File: config.mk
export PLATFORM = sky130hd
export DESIGN_NAME = mcl_top
export DESIGN_NICKNAME = d
export VERILOG_FILES = /design/src/mcl_pkg.sv /design/src/mcl_top.sv
export SDC_FILE = /design/constraint.sdc
export NUM_CORES = 1
export LEC_CHECK = 0
export ABC_AREA = 1
export ABC_CLOCK_PERIOD_IN_PS = 2900
export BUFFER_PORTS_ARGS = -buffer_cell sky130_fd_sc_hd__clkbuf_2
export CAP_MARGIN = 20
export CORE_ASPECT_RATIO = 0.9
export CORE_MARGIN = 5
export CORE_UTILIZATION = 51
export CTS_CLUSTER_SIZE = 10
export DETAILED_ROUTE_END_ITERATION = 10
export PLACE_DENSITY = 0.77
export REMOVE_ABC_BUFFERS = 1
export SLEW_MARGIN = 30
export SYNTH_ARGS = -nofsm -noshare
export SYNTH_HDL_FRONTEND = slang
export SYNTH_SLANG_ARGS = --single-unit
File: constraint.sdc
create_clock -name clock_i -period 2.9 [get_ports clock_i]
set_input_delay 0.725 -clock clock_i [delete_from_list [all_inputs] [get_ports clock_i]]
set_output_delay 0.725 -clock clock_i [all_outputs]
set_load 0.005 [all_outputs]
File: src/mcl_pkg.sv
// mcl_pkg: register map, field layout and carrier types for the margin
// converter code/clamp block. assumes a 32-bit axi4-lite slave in front.
package mcl_pkg;

  // ==========================================================================
  // register indices (printed offsets are not word aligned: byte = 4 * index)
  localparam logic [7:0] IDX_CH5_CTRL  = 8'h54;
  localparam logic [7:0] IDX_CH6_CTRL  = 8'h55;
  localparam logic [7:0] IDX_CH5_CODE  = 8'h5C;
  localparam logic [7:0] IDX_CH6_CODE  = 8'h5D;
  localparam logic [7:0] IDX_CH5_UPPER = 8'h64;
  localparam logic [7:0] IDX_CH6_UPPER = 8'h65;
  localparam logic [7:0] IDX_CH5_LOWER = 8'h6C;
  localparam logic [7:0] IDX_CH6_LOWER = 8'h6D;
  localparam logic [7:0] IDX_STATUS    = 8'h70;

  localparam int ADDR_W = 10;

  // ==========================================================================
  // field layout and reset values
  localparam int          CTRL_EN_BIT   = 2;
  localparam logic [7:0]  CTRL_MASK     = 8'h07;
  localparam logic [7:0]  CODE_MIDSCALE = 8'h7F;
  localparam logic [7:0]  UPPER_RESET   = 8'hFF;
  localparam logic [7:0]  LOWER_RESET   = 8'h00;
  localparam logic [7:0]  CTRL_RESET    = 8'h00;
  localparam logic [1:0]  RESP_OKAY     = 2'h0;
  localparam logic [1:0]  RESP_SLVERR   = 2'h2;

  // midscale centre voltage choices
  typedef enum logic [1:0] {
    MCL_CTR_1V25 = 2'h0,
    MCL_CTR_1V00 = 2'h1,
    MCL_CTR_0V80 = 2'h2,
    MCL_CTR_0V60 = 2'h3
  } mcl_centre_t;

  // per-channel register set
  typedef struct packed {
    logic [7:0] ctrl;
    logic [7:0] code;
    logic [7:0] upper;
    logic [7:0] lower;
  } mcl_chan_regs_t;

  // what a channel drives into its converter
  typedef struct packed {
    logic        output_enable_bit;
    mcl_centre_t centre_voltage_select;
    logic [7:0]  code_value_bits;
  } mcl_conv_t;

endpackage

File: src/mcl_top.sv
// mcl_top: axi4-lite register file and code clamp for channels 5 and 6.
// assumes clock_i at 40 mhz, bus master on the same clock, no interrupts.
`timescale 1ns/100ps
`default_nettype none

module mcl_top (
  // clock, reset, enable
  input  wire logic                clock_i,
  input  wire logic                srst_i,
  input  wire logic                ce_i,
  // axi4-lite write address
  input  wire logic                s_axi_awvalid_i,
  output logic                     s_axi_awready_o,
  input  wire logic [9:0]          s_axi_awaddr_i,
  // axi4-lite write data
  input  wire logic                s_axi_wvalid_i,
  output logic                     s_axi_wready_o,
  input  wire logic [31:0]         s_axi_wdata_i,
  input  wire logic [3:0]          s_axi_wstrb_i,
  // axi4-lite write response
  output logic                     s_axi_bvalid_o,
  input  wire logic                s_axi_bready_i,
  output logic [1:0]               s_axi_bresp_o,
  // axi4-lite read address
  input  wire logic                s_axi_arvalid_i,
  output logic                     s_axi_arready_o,
  input  wire logic [9:0]          s_axi_araddr_i,
  // axi4-lite read data
  output logic                     s_axi_rvalid_o,
  input  wire logic                s_axi_rready_i,
  output logic [31:0]              s_axi_rdata_o,
  output logic [1:0]               s_axi_rresp_o,
  // converter drive
  output mcl_pkg::mcl_conv_t       ch5_conv_o,
  output mcl_pkg::mcl_conv_t       ch6_conv_o
);

  // ==========================================================================
  // clamp function
  // upper check first, so with crossed clamps a code above the upper clamp takes the upper clamp, any other code the lower
  function automatic mcl_pkg::mcl_conv_t clamp_chan(input mcl_pkg::mcl_chan_regs_t r);
    mcl_pkg::mcl_conv_t c;
    c.centre_voltage_select = mcl_pkg::mcl_centre_t'(r.ctrl[1:0]);
    c.output_enable_bit     = r.ctrl[mcl_pkg::CTRL_EN_BIT]
                              && !(r.lower > r.upper);
    if (r.code > r.upper) begin
      c.code_value_bits = r.upper;
    end else if (r.code < r.lower) begin
      c.code_value_bits = r.lower;
    end else begin
      c.code_value_bits = r.code;
    end
    return c;
  endfunction

  // ==========================================================================
  // state
  mcl_pkg::mcl_chan_regs_t ch5, ch6, next_ch5, next_ch6;
  logic                    aw_held, w_held, next_aw_held, next_w_held;
  logic [7:0]              aw_idx, next_aw_idx;
  logic [7:0]              wbyte, next_wbyte;
  logic                    wlane0, next_wlane0;
  logic                    bvalid, next_bvalid;
  logic [1:0]              bresp, next_bresp;
  logic                    rvalid, next_rvalid;
  logic [31:0]             rdata, next_rdata;
  logic [1:0]              rresp, next_rresp;
  mcl_pkg::mcl_conv_t      conv5, conv6, next_conv5, next_conv6;

  logic       do_write;
  logic [7:0] ar_idx;
  logic       rd_hit;
  logic [7:0] rd_byte;
  logic       wr_hit;

  // address and data are held independently, so either may arrive first
  assign s_axi_awready_o = !aw_held && !bvalid;
  assign s_axi_wready_o  = !w_held && !bvalid;
  assign s_axi_arready_o = !rvalid;
  assign s_axi_bvalid_o  = bvalid;
  assign s_axi_bresp_o   = bresp;
  assign s_axi_rvalid_o  = rvalid;
  assign s_axi_rdata_o   = rdata;
  assign s_axi_rresp_o   = rresp;
  assign ch5_conv_o      = conv5;
  assign ch6_conv_o      = conv6;

  // address bits 1:0 and byte lanes 1 to 3 are ignored: one byte per register
  assign ar_idx   = s_axi_araddr_i[9:2];
  assign do_write = aw_held && w_held && !bvalid;

  // ==========================================================================
  // next-state logic
  always_comb begin
    next_ch5     = ch5;
    next_ch6     = ch6;
    next_aw_held = aw_held;
    next_w_held  = w_held;
    next_aw_idx  = aw_idx;
    next_wbyte   = wbyte;
    next_wlane0  = wlane0;
    next_bvalid  = bvalid;
    next_bresp   = bresp;
    next_rvalid  = rvalid;
    next_rdata   = rdata;
    next_rresp   = rresp;
    wr_hit       = 1'b1;
    rd_hit       = 1'b1;
    rd_byte      = 8'h00;

    if (s_axi_awvalid_i && s_axi_awready_o) begin
      next_aw_held = 1'b1;
      next_aw_idx  = s_axi_awaddr_i[9:2];
    end
    if (s_axi_wvalid_i && s_axi_wready_o) begin
      next_w_held = 1'b1;
      next_wbyte  = s_axi_wdata_i[7:0];
      next_wlane0 = s_axi_wstrb_i[0];
    end

    // a write lands only once both halves are held and the last answer is gone
    if (do_write) begin
      case (aw_idx)
        mcl_pkg::IDX_CH5_CTRL:  if (wlane0) next_ch5.ctrl = wbyte & mcl_pkg::CTRL_MASK;
        mcl_pkg::IDX_CH6_CTRL:  if (wlane0) next_ch6.ctrl = wbyte & mcl_pkg::CTRL_MASK;
        mcl_pkg::IDX_CH5_CODE:  if (wlane0) next_ch5.code = wbyte;
        mcl_pkg::IDX_CH6_CODE:  if (wlane0) next_ch6.code = wbyte;
        mcl_pkg::IDX_CH5_UPPER: if (wlane0) next_ch5.upper = wbyte;
        mcl_pkg::IDX_CH6_UPPER: if (wlane0) next_ch6.upper = wbyte;
        mcl_pkg::IDX_CH5_LOWER: if (wlane0) next_ch5.lower = wbyte;
        mcl_pkg::IDX_CH6_LOWER: if (wlane0) next_ch6.lower = wbyte;
        // status is read-only: writes answer okay and change nothing
        mcl_pkg::IDX_STATUS:    wr_hit = 1'b1;
        default:                wr_hit = 1'b0;
      endcase
      next_aw_held = 1'b0;
      next_w_held  = 1'b0;
      next_bvalid  = 1'b1;
      next_bresp   = wr_hit ? mcl_pkg::RESP_OKAY : mcl_pkg::RESP_SLVERR;
    end else if (bvalid && s_axi_bready_i) begin
      next_bvalid = 1'b0;
    end

    if (s_axi_arvalid_i && s_axi_arready_o) begin
      // upper control bits always read zero since they hold no function
      case (ar_idx)
        mcl_pkg::IDX_CH5_CTRL:  rd_byte = ch5.ctrl;
        mcl_pkg::IDX_CH6_CTRL:  rd_byte = ch6.ctrl;
        mcl_pkg::IDX_CH5_CODE:  rd_byte = ch5.code;
        mcl_pkg::IDX_CH6_CODE:  rd_byte = ch6.code;
        mcl_pkg::IDX_CH5_UPPER: rd_byte = ch5.upper;
        mcl_pkg::IDX_CH6_UPPER: rd_byte = ch6.upper;
        mcl_pkg::IDX_CH5_LOWER: rd_byte = ch5.lower;
        mcl_pkg::IDX_CH6_LOWER: rd_byte = ch6.lower;
        mcl_pkg::IDX_STATUS:    rd_byte = {6'h00, conv6.output_enable_bit,
                                           conv5.output_enable_bit};
        default:                rd_hit = 1'b0;
      endcase
      next_rvalid = 1'b1;
      next_rdata  = {24'h000000, rd_byte};
      next_rresp  = rd_hit ? mcl_pkg::RESP_OKAY : mcl_pkg::RESP_SLVERR;
    end else if (rvalid && s_axi_rready_i) begin
      next_rvalid = 1'b0;
    end

    // registered drive so the converter never sees comparator glitches
    next_conv5 = clamp_chan(next_ch5);
    next_conv6 = clamp_chan(next_ch6);
  end

  // ==========================================================================
  // registers
  // ce_i low freezes everything, bus handshakes included; reset still wins
  always_ff @(posedge clock_i) begin
    if (srst_i) begin
      ch5     <= '{mcl_pkg::CTRL_RESET, mcl_pkg::CODE_MIDSCALE,
                   mcl_pkg::UPPER_RESET, mcl_pkg::LOWER_RESET};
      ch6     <= '{mcl_pkg::CTRL_RESET, mcl_pkg::CODE_MIDSCALE,
                   mcl_pkg::UPPER_RESET, mcl_pkg::LOWER_RESET};
      aw_held <= 1'b0;
      w_held  <= 1'b0;
      aw_idx  <= 8'h00;
      wbyte   <= 8'h00;
      wlane0  <= 1'b0;
      bvalid  <= 1'b0;
      bresp   <= mcl_pkg::RESP_OKAY;
      rvalid  <= 1'b0;
      rdata   <= 32'h00000000;
      rresp   <= mcl_pkg::RESP_OKAY;
      conv5   <= '{1'b0, mcl_pkg::MCL_CTR_1V25, mcl_pkg::CODE_MIDSCALE};
      conv6   <= '{1'b0, mcl_pkg::MCL_CTR_1V25, mcl_pkg::CODE_MIDSCALE};
    end else if (ce_i) begin
      ch5     <= next_ch5;
      ch6     <= next_ch6;
      aw_held <= next_aw_held;
      w_held  <= next_w_held;
      aw_idx  <= next_aw_idx;
      wbyte   <= next_wbyte;
      wlane0  <= next_wlane0;
      bvalid  <= next_bvalid;
      bresp   <= next_bresp;
      rvalid  <= next_rvalid;
      rdata   <= next_rdata;
      rresp   <= next_rresp;
      conv5   <= next_conv5;
      conv6   <= next_conv6;
    end
  end

endmodule

`default_nettype wire

==> results.py, run 1 <==
metrics = {
    "floorplanning": {
        "die_h_um": 117.9,
        "core_um2": 12690,
        "num_rows": 39,
        "die_area_um2": 15320,
        "start_util_pct": 52.04,
        "fp.dieW_um": 129.9,
        "ios": 127,
    },
    "final_layout": {
        "drive_above_1_share_pct": 26.50,
        "area_growth_pct": 24.48,
        "nFillCells": 1163,
        "final_nets": 1196,
        "num_antenna_cells": 0,
        "fin_util_pct": 64.78,
    },
    "pwr": {
        "powerDensity_nw_per_um2": 448.3,
        "p_sw_share_pct": 30.41,
        "ir_drop_mv": 0.3806,
        "combPwrFrac_pct": 23.1,
        "internal_power_w": 0.002565,
        "netSwitchingPower_w": 0.001120,
        "pwr-share-seq_pct": 42.4,
        "clockPowerShare_pct": 34.5,
        "p_leak_nw": 3.963,
    },
    "critical_path": {
        "cp-end-kind": "flop",
        "critPathKind": "flop to flop",
        "reg2reg_depth": 18,
        "timing.rr.start": "aw_idx[5]$_SDFFE_PP0P_",
        "crit_fanout": 7,
        "worstPathRequired_ns": 3.17,
        "startpoint": "aw_idx[5]$_SDFFE_PP0P_",
        "start_kind": "flop",
        "cpPeakStageDelay_ns": 0.37,
        "reg2reg_slack_ns": 0.09,
        "crit_chain": "inv_4 > nand2_4 > nor2_4 > buf_6 > nand3_4 > inv_4 > o22ai_2 > ha_1 > nand2_2 > nor3b_4 > nand2_1 > a21oi_2 > nand4_1 > nand2_4 > nand2_2 > inv_4 > nand3_1 > o211ai_1",
        "arrival_ns": 3.09,
        "critPathMostFrequentCell": "inv_4",
        "r2r-end": "ch6_conv_o[5]$_SDFFE_PP1P_",
        "crit_slowest_cell": "dfxtp_4",
    },
    "timing": {
        "hold_viol_final": 0,
        "skew_ns": 0.009347,
        "worst_slew_pin_slew_ns": 0.5511,
        "fin_ws_ns": 0.08551,
        "maxSlewHeadroom_pct": 63.16,
        "rsz0062_at_grt": "yes",
        "max_freq_mhz": 355.3,
        "fin_crit_ns": 2.814,
        "fin_crit_sh_pct": 97.05,
        "maxSlewViolCount": 0,
        "setup_viol_count_final": 0,
        "fin_tns_setup_ns": 0,
    },
    "placement": {
        "gp_congestion": 0.9582,
        "place_ws_ns": -0.1088,
        "hpwl_um": 15260,
        "portBuffers": 69,
    },
    "clocking": {
        "root_buffer": "clkbuf_16",
        "ctsHoldBuffers": 0,
        "cts_sinks": 103,
        "path_clk_slew_ns": 0.07,
        "cts_tree": "yes",
        "insertion_delay_ns": 0.36,
        "ctsHtreeMaxLevel": 3,
        "cts_buffer_depth": 2,
        "cts_made_buffers": 9,
    },
    "drt": {
        "post_drt_wl_per_cell_um": 16.24,
        "firstDrtPassIters": 7,
        "ant_nets": 0,
        "drt_iter0_markers": 740,
        "wl_um": 20560,
        "vias_per_cell": 5.581,
        "num_vias": 7066,
        "drc_errors": 0,
    },
    "job": {
        "maxCapViolations": 0,
    },
    "global_routing": {
        "grt_pass1_vias": 6339,
        "grt_max_degree": 33,
        "grt_pass1_wl_um": 31510,
        "grt.total_usage_pct": 25.59,
        "antenna_found_initial": 0,
        "grt_remaining_overflow": 0,
    },
    "hold_path": {
        "min_path_type": "flop to flop",
        "min_to": "s_axi_rdata_o[5]$_SDFFE_PP0P_",
        "holdCritStartpoint": "s_axi_rdata_o[5]$_SDFFE_PP0P_",
        "hold_depth": 2,
    },
    "synth": {
        "synthesis.area_um2": 6603,
        "synth_common_cells": "182 x nand2_1, 131 x inv_1, 108 x a21oi_1",
        "synth_most_common_cell": "nand2_1",
        "synthArstFlopShare_pct": 0,
        "synth.area.top_cells": "dfxtp_1 31%, nand2_1 10%, a21oi_1 8.2%, inv_1 7.4%, ha_1 6.6%",
        "synth_warnings": 0,
        "synth_area_per_cell_um2": 6.849,
        "ys_types": 46,
        "synth_edf_count": 0,
        "ys_ff_latch": 103,
        "ys_dominant_reg_cell": "dfxtp_1",
        "synth_area_leader_cell": "dfxtp_1",
        "synth_top_area_share_pct": 31.23,
        "ys_seq_area_share_pct": 31.23,
        "syn_inst": 964,
    },
    "run_status": {
        "status": "finished, final reports clean",
    },
}
[critical path, delay by kind of cell, from the launching register on]
family                   cells  cell delay [ns]
AO/OA/AOI/OAI                3             0.30
adder cells (fa/ha/maj)      1             0.33
buffers and inverters        4             0.42
flip-flops                   1             0.37
AND/OR/NAND/NOR             10             1.31
[cells in the final DEF (no fill, tap or decap), types with 4 or more instances in the layout]
master     netlist  final
clkbuf_2         0     69
o22ai_2          0      6
nand2_1        182    172
o21ai_2          5     13
o21ai_1          7      7
conb_1           1     26
o211ai_1        12     12
inv_2           10     11
or2_2            6      6
buf_4           30     80
o22ai_1         33     26
nor2_1          65     59
a21oi_2          5      7
nand2_4          8     11
dfxtp_1        103     98
a21oi_1        108    105
nor3_1           5      4
nand3_1         34     29
a211oi_1         5      4
nor2_4           6      9
nand4_1         11     11
clkbuf_16        0      9
o21ai_0         68     60
nor4_1           4      4
o21bai_1        12     12
nor2_2           4      7
nand2_2          9     14
nand3_2          4      8
a22oi_2          0      4
inv_4            0      6
o221ai_1         4      4
ha_1            35     35
inv_1          131    124
buf_6            1      5
[kinds of logic (layout without fill, tap and decap cells)]
| kind of cell | count (synthesis) | after routing | synth area share, % |
|---|---|---|---|
| flops | 103 | 103 | 31.23 |
| fa+ha+maj | 35 | 35 | 6.633 |
| compound gates | 278 | 278 | 24.69 |
| other cells | 1 | 26 | 0.05680 |
| simple gates | 343 | 344 | 23.97 |
| buf+inv | 204 | 316 | 13.42 |
[routing by layer]
| metal | share of wire [%] | vias to the layer above | track usage (%) |
|---|---|---|---|
| met5 | 0 | - | 0 |
| met4 | 2.8 | 0 | 6.688 |
| met3 | 9.2 | 53 | 5.853 |
| met2 | 46 | 365 | 41.01 |
| met1 | 42 | 3202 | 34.55 |
| li1 | - | 3446 | - |
[power by group through the flow]
stage          clock, W  combinational [W]  sequential [W]
5_1_grt         0.00136           0.000948         0.00157
6_report        0.00127           0.000852         0.00156
2_1_floorplan         0           0.000462         0.00159
3_5_place_dp          0           0.000758         0.00159
4_1_cts         0.00128           0.000766         0.00156
3_3_place_gp          0           0.000741         0.00159
[worst max-delay path by stage]
stage,to,slack [ns],cells past startpoint
after floorplan,ch5_conv_o[6]$_SDFFE_PP1P_,-0.07,15
after CTS,ch6_conv_o[0]$_SDFFE_PP1P_,0.001,18
after global placement,ch6_conv_o[0]$_SDFFE_PP1P_,-0.05,20
after detailed placement,ch6_conv_o[3]$_SDFFE_PP1P_,-0.11,18
final,ch6_conv_o[5]$_SDFFE_PP1P_,0.09,18
after global routing,ch6_conv_o[2]$_SDFFE_PP1P_,-0.12,18
[through the flow]
stage	power [W]	hold slack [ns]	instance area [µm²]	instances
after floorplan	0.002048	0.4362	6355	930
after global placement	0.002331	0.4491	7496	1240
after detailed placement	0.002351	0.4548	7496	1240
after CTS	0.003609	0.4683	7821	1256
after global routing	0.003878	0.4818	8219	1266
final	0.003685	0.4653	8219	1266
[area by class of cell]
class	count	area, µm²	share of cell area (%)
Sequential cell	103	2073	25.22
Clock buffer	11	252.7	3.075
Tap cell	164	205.2	2.497
Timing Repair Buffer	155	1022	12.44
Multi-Input combinational cell	683	4046	49.23
Clock inverter	5	56.30	0.6850
Inverter	145	563.0	6.850
[state kept, by name (all words and copies together), names as in the netlist, 8 cells and up]
| name | cells |
|---|---|
| aw_idx | 8 |
| ch6_conv_o | 9 |
| ch6 | 27 |
| s_axi_rdata_o | 8 |
| ch5_conv_o | 9 |
| ch5 | 27 |
| wbyte | 8 |
[timing repair]
| action | 4_1_cts | 5_1_grt |
|---|---|---|
| endpoints found under the hold margin | 0 | 0 |
| resized for setup | 5 | 90 |
| setup buffers | 0 | 9 |
| cloned | 0 | 1 |
| pin swaps | 1 | 23 |
| setup endpoints to repair | 15 | 17 |
(Power assumes the default switching activity.)
==> run 2, diff against run 1 <==
--- a/config.mk
+++ b/config.mk
@@ -6,9 +6,8 @@
 export NUM_CORES = 1
 export LEC_CHECK = 0
 export ABC_AREA = 1
-export ABC_CLOCK_PERIOD_IN_PS = 2900
+export ABC_CLOCK_PERIOD_IN_PS = 2300
 export BUFFER_PORTS_ARGS = -buffer_cell sky130_fd_sc_hd__clkbuf_2
-export CAP_MARGIN = 20
 export CORE_ASPECT_RATIO = 0.9
 export CORE_MARGIN = 5
 export CORE_UTILIZATION = 51
==> constraint.sdc (replaced) <==
create_clock -name clock_i -period 2.3 [get_ports clock_i]
set_input_delay 0.575 -clock clock_i [delete_from_list [all_inputs] [get_ports clock_i]]
set_output_delay 0.575 -clock clock_i [all_outputs]
set_load 0.005 [all_outputs]
==> run 2 against run 1 <==
  * The flow now finishes with violations (setup timing)
  * First-iteration DRC count is 58% higher
  * Clock skew rose by 0.0025 ns
  * Via count is 9.2% higher
  * Worst hold slack about the same
  * Core utilization grew 9.4 points
  * Routed wire length up 13%
  * Die area is the same
  * Register-to-register slack got worse by 0.64 ns
  * Sequential share of layout area shrank 3.2 points
  * Clock power up 40%
  * Power up 39%
  * Critical endpoint is now ch5_conv_o[7]$_SDFFE_PP0P_
  * Largest cell class unchanged
  * Highest routed layer unchanged
==> results.py, run 2 (synthesis results as in run 1) <==
metrics = {
    "critical_path": {
        "start_kind": "flop",
        "timing.rr.start": "aw_held$_SDFFE_PP0P_",
        "critPathKind": "flop to flop",
        "cp-end-kind": "flop",
        "r2r-end": "ch5_conv_o[7]$_SDFFE_PP0P_",
        "arrival_ns": 3.14,
        "worstPathRequired_ns": 2.59,
        "reg2reg_slack_ns": -0.55,
        "critPathCapture": "ch5_conv_o[7]$_SDFFE_PP0P_",
        "reg2reg_depth": 18,
        "startpoint": "aw_held$_SDFFE_PP0P_",
        "crit_fanout": 5,
    },
    "job": {
        "maxCapViolations": 0,
    },
    "pwr": {
        "p_leak_nw": 4.532,
        "powerDensity_nw_per_um2": 543.7,
        "ir_drop_mv": 0.5232,
    },
    "drt": {
        "wl_um": 23270,
        "firstDrtPassIters": 6,
        "drc_errors": 0,
        "drt_iter0_markers": 1169,
        "ant_nets": 0,
        "num_vias": 7719,
        "vias_per_cell": 5.684,
        "post_drt_wl_per_cell_um": 17.14,
    },
    "final_layout": {
        "top_regs": "ch5: 27 flops, ch6: 27 flops",
        "final_common_cell": "nand2_1",
        "num_antenna_cells": 0,
        "final_nets": 1288,
        "final_cell_mix": "159 x nand2_1, 153 x buf_4, 118 x inv_1",
        "area_growth_pct": 42.54,
        "fin_util_pct": 74.18,
        "drive_above_1_share_pct": 36.52,
    },
    "timing": {
        "setup_viol_count_final": 18,
        "fin_ws_ns": -0.5508,
        "max_freq_mhz": 350.8,
        "fin_tns_setup_ns": -8.375,
        "fin_crit_ns": 2.851,
        "rsz0062_at_grt": "yes",
        "worst_slew_pin_slew_ns": 0.4987,
        "maxSlewHeadroom_pct": 66.71,
        "hold_viol_final": 0,
        "skew_ns": 0.01180,
        "fin_crit_sh_pct": 123.9,
        "maxSlewViolCount": 0,
    },
    "clocking": {
        "ctsHtreeMaxLevel": 3,
        "path_clk_slew_ns": 0.07,
        "ctsHoldBuffers": 0,
        "root_buffer": "clkbuf_16",
        "cts_sinks": 103,
        "cts_buffer_depth": 2,
        "cts_made_buffers": 9,
        "cts_tree": "yes",
        "insertion_delay_ns": 0.36,
    },
    "floorplanning": {
        "start_util_pct": 52.04,
        "die_h_um": 117.9,
        "ios": 127,
        "num_rows": 39,
        "fp.dieW_um": 129.9,
        "core_um2": 12690,
        "die_area_um2": 15320,
    },
    "run_status": {
        "status": "finished, violations left",
        "violations": "setup timing",
    },
    "global_routing": {
        "grt_pass1_wl_um": 34690,
        "antenna_found_initial": 0,
        "grt_remaining_overflow": 0,
        "grt.total_usage_pct": 27.94,
        "grt_max_degree": 54,
        "grt_pass1_vias": 7136,
    },
    "placement": {
        "gp_congestion": 0.9769,
        "portBuffers": 69,
        "hpwl_um": 15580,
    },
    "hold_path": {
        "min_path_type": "flop to flop",
    },
}
## run 2: cell types whose count changed in the layout (fill, tap and decap cells not counted), moves of 9 or more
cell / before / now
buf_4: 80 / 153
buf_6: 5 / 16
ha_1: 35 / 24
ha_4: 0 / 11
nand2_1: 172 / 159
nand2_4: 11 / 20
## run 2: worst min-delay path by stage
stage                                  start                       endpoint  depth (start not counted)
2_1_floorplan           ch6[18]$_SDFFE_PP1P_           ch6[18]$_SDFFE_PP1P_                          2
3_5_place_dp   s_axi_rdata_o[1]$_SDFFE_PP0P_  s_axi_rdata_o[1]$_SDFFE_PP0P_                          2
5_1_grt                     s_axi_wdata_i[5]          wbyte[5]$_SDFFE_PP0P_                          3
6_report          ch6_conv_o[7]$_SDFFE_PP0P_     ch6_conv_o[7]$_SDFFE_PP0P_                          2
3_3_place_gp      ch6_conv_o[0]$_SDFFE_PP1P_     ch6_conv_o[0]$_SDFFE_PP1P_                          2
4_1_cts        s_axi_rdata_o[1]$_SDFFE_PP0P_  s_axi_rdata_o[1]$_SDFFE_PP0P_                          2
## run 2: final cells by class
class                           count  area, µm²
Timing Repair Buffer              245       1809
Clock inverter                      6      108.9
Fill cell                         913       3276
Multi-Input combinational cell    685       4425
Inverter                          145      563.0
Sequential cell                   103       2071
Tap cell                          164      205.2
Clock buffer                       10      229.0
## run 2: worst max-delay path, cell delays in order (launching register included)
cell and delay [ns]:
dfxtp_2 0.36, nand3_2 0.11, nor2_4 0.17, nand2_2 0.14
buf_4 0.20, nor2_1 0.23, a21oi_4 0.05, ha_1 0.33
nand2_1 0.09, inv_1 0.04, o21ai_0 0.13, o211a_1 0.16
o21ai_1 0.06, inv_1 0.07, nand2_2 0.09, nand2_4 0.13
nand2_4 0.09, nand3b_1 0.18, a21oi_2 0.13
## run 2: power breakdown
part           leakage [nW]  internal [W]  switching [W]
Sequential            0.851       0.00190      0.0000712
Combinational          3.51      0.000599       0.000763
Clock                 0.166       0.00106       0.000718
Total                  4.53       0.00356        0.00155
## run 2: repair_timing
| action | CTS | global route |
|---|---|---|
| resized for setup | 91 | 79 |
| pin swaps | 35 | 40 |
| setup endpoints to repair | 18 | 18 |
| cloned | 3 | 0 |
| setup buffers | 12 | 11 |
## run 2: routing by layer
layer	vias to the layer above	share of wire, %	track usage [%]
met1	3527	39	36.76
li1	3616	-	-
met5	-	0	0
met2	467	47	44.52
met3	109	9.9	6.171
met4	0	4.2	10.39
## run 2: per-stage QoR
stage               instances  area [µm²]  setup slack (ns)  power, W  hold WS [ns]
floorplan                 930        6355           -0.6658  0.002582        0.4362
global placement         1317        8112           -0.5409  0.003039        0.4502
detailed placement       1317        8112           -0.6128  0.003064        0.4553
CTS                      1348        8941           -0.3963  0.004927        0.4653
global route             1358        9412           -0.6687  0.005316        0.4867
finish                   1358        9412           -0.5508  0.005117        0.4653
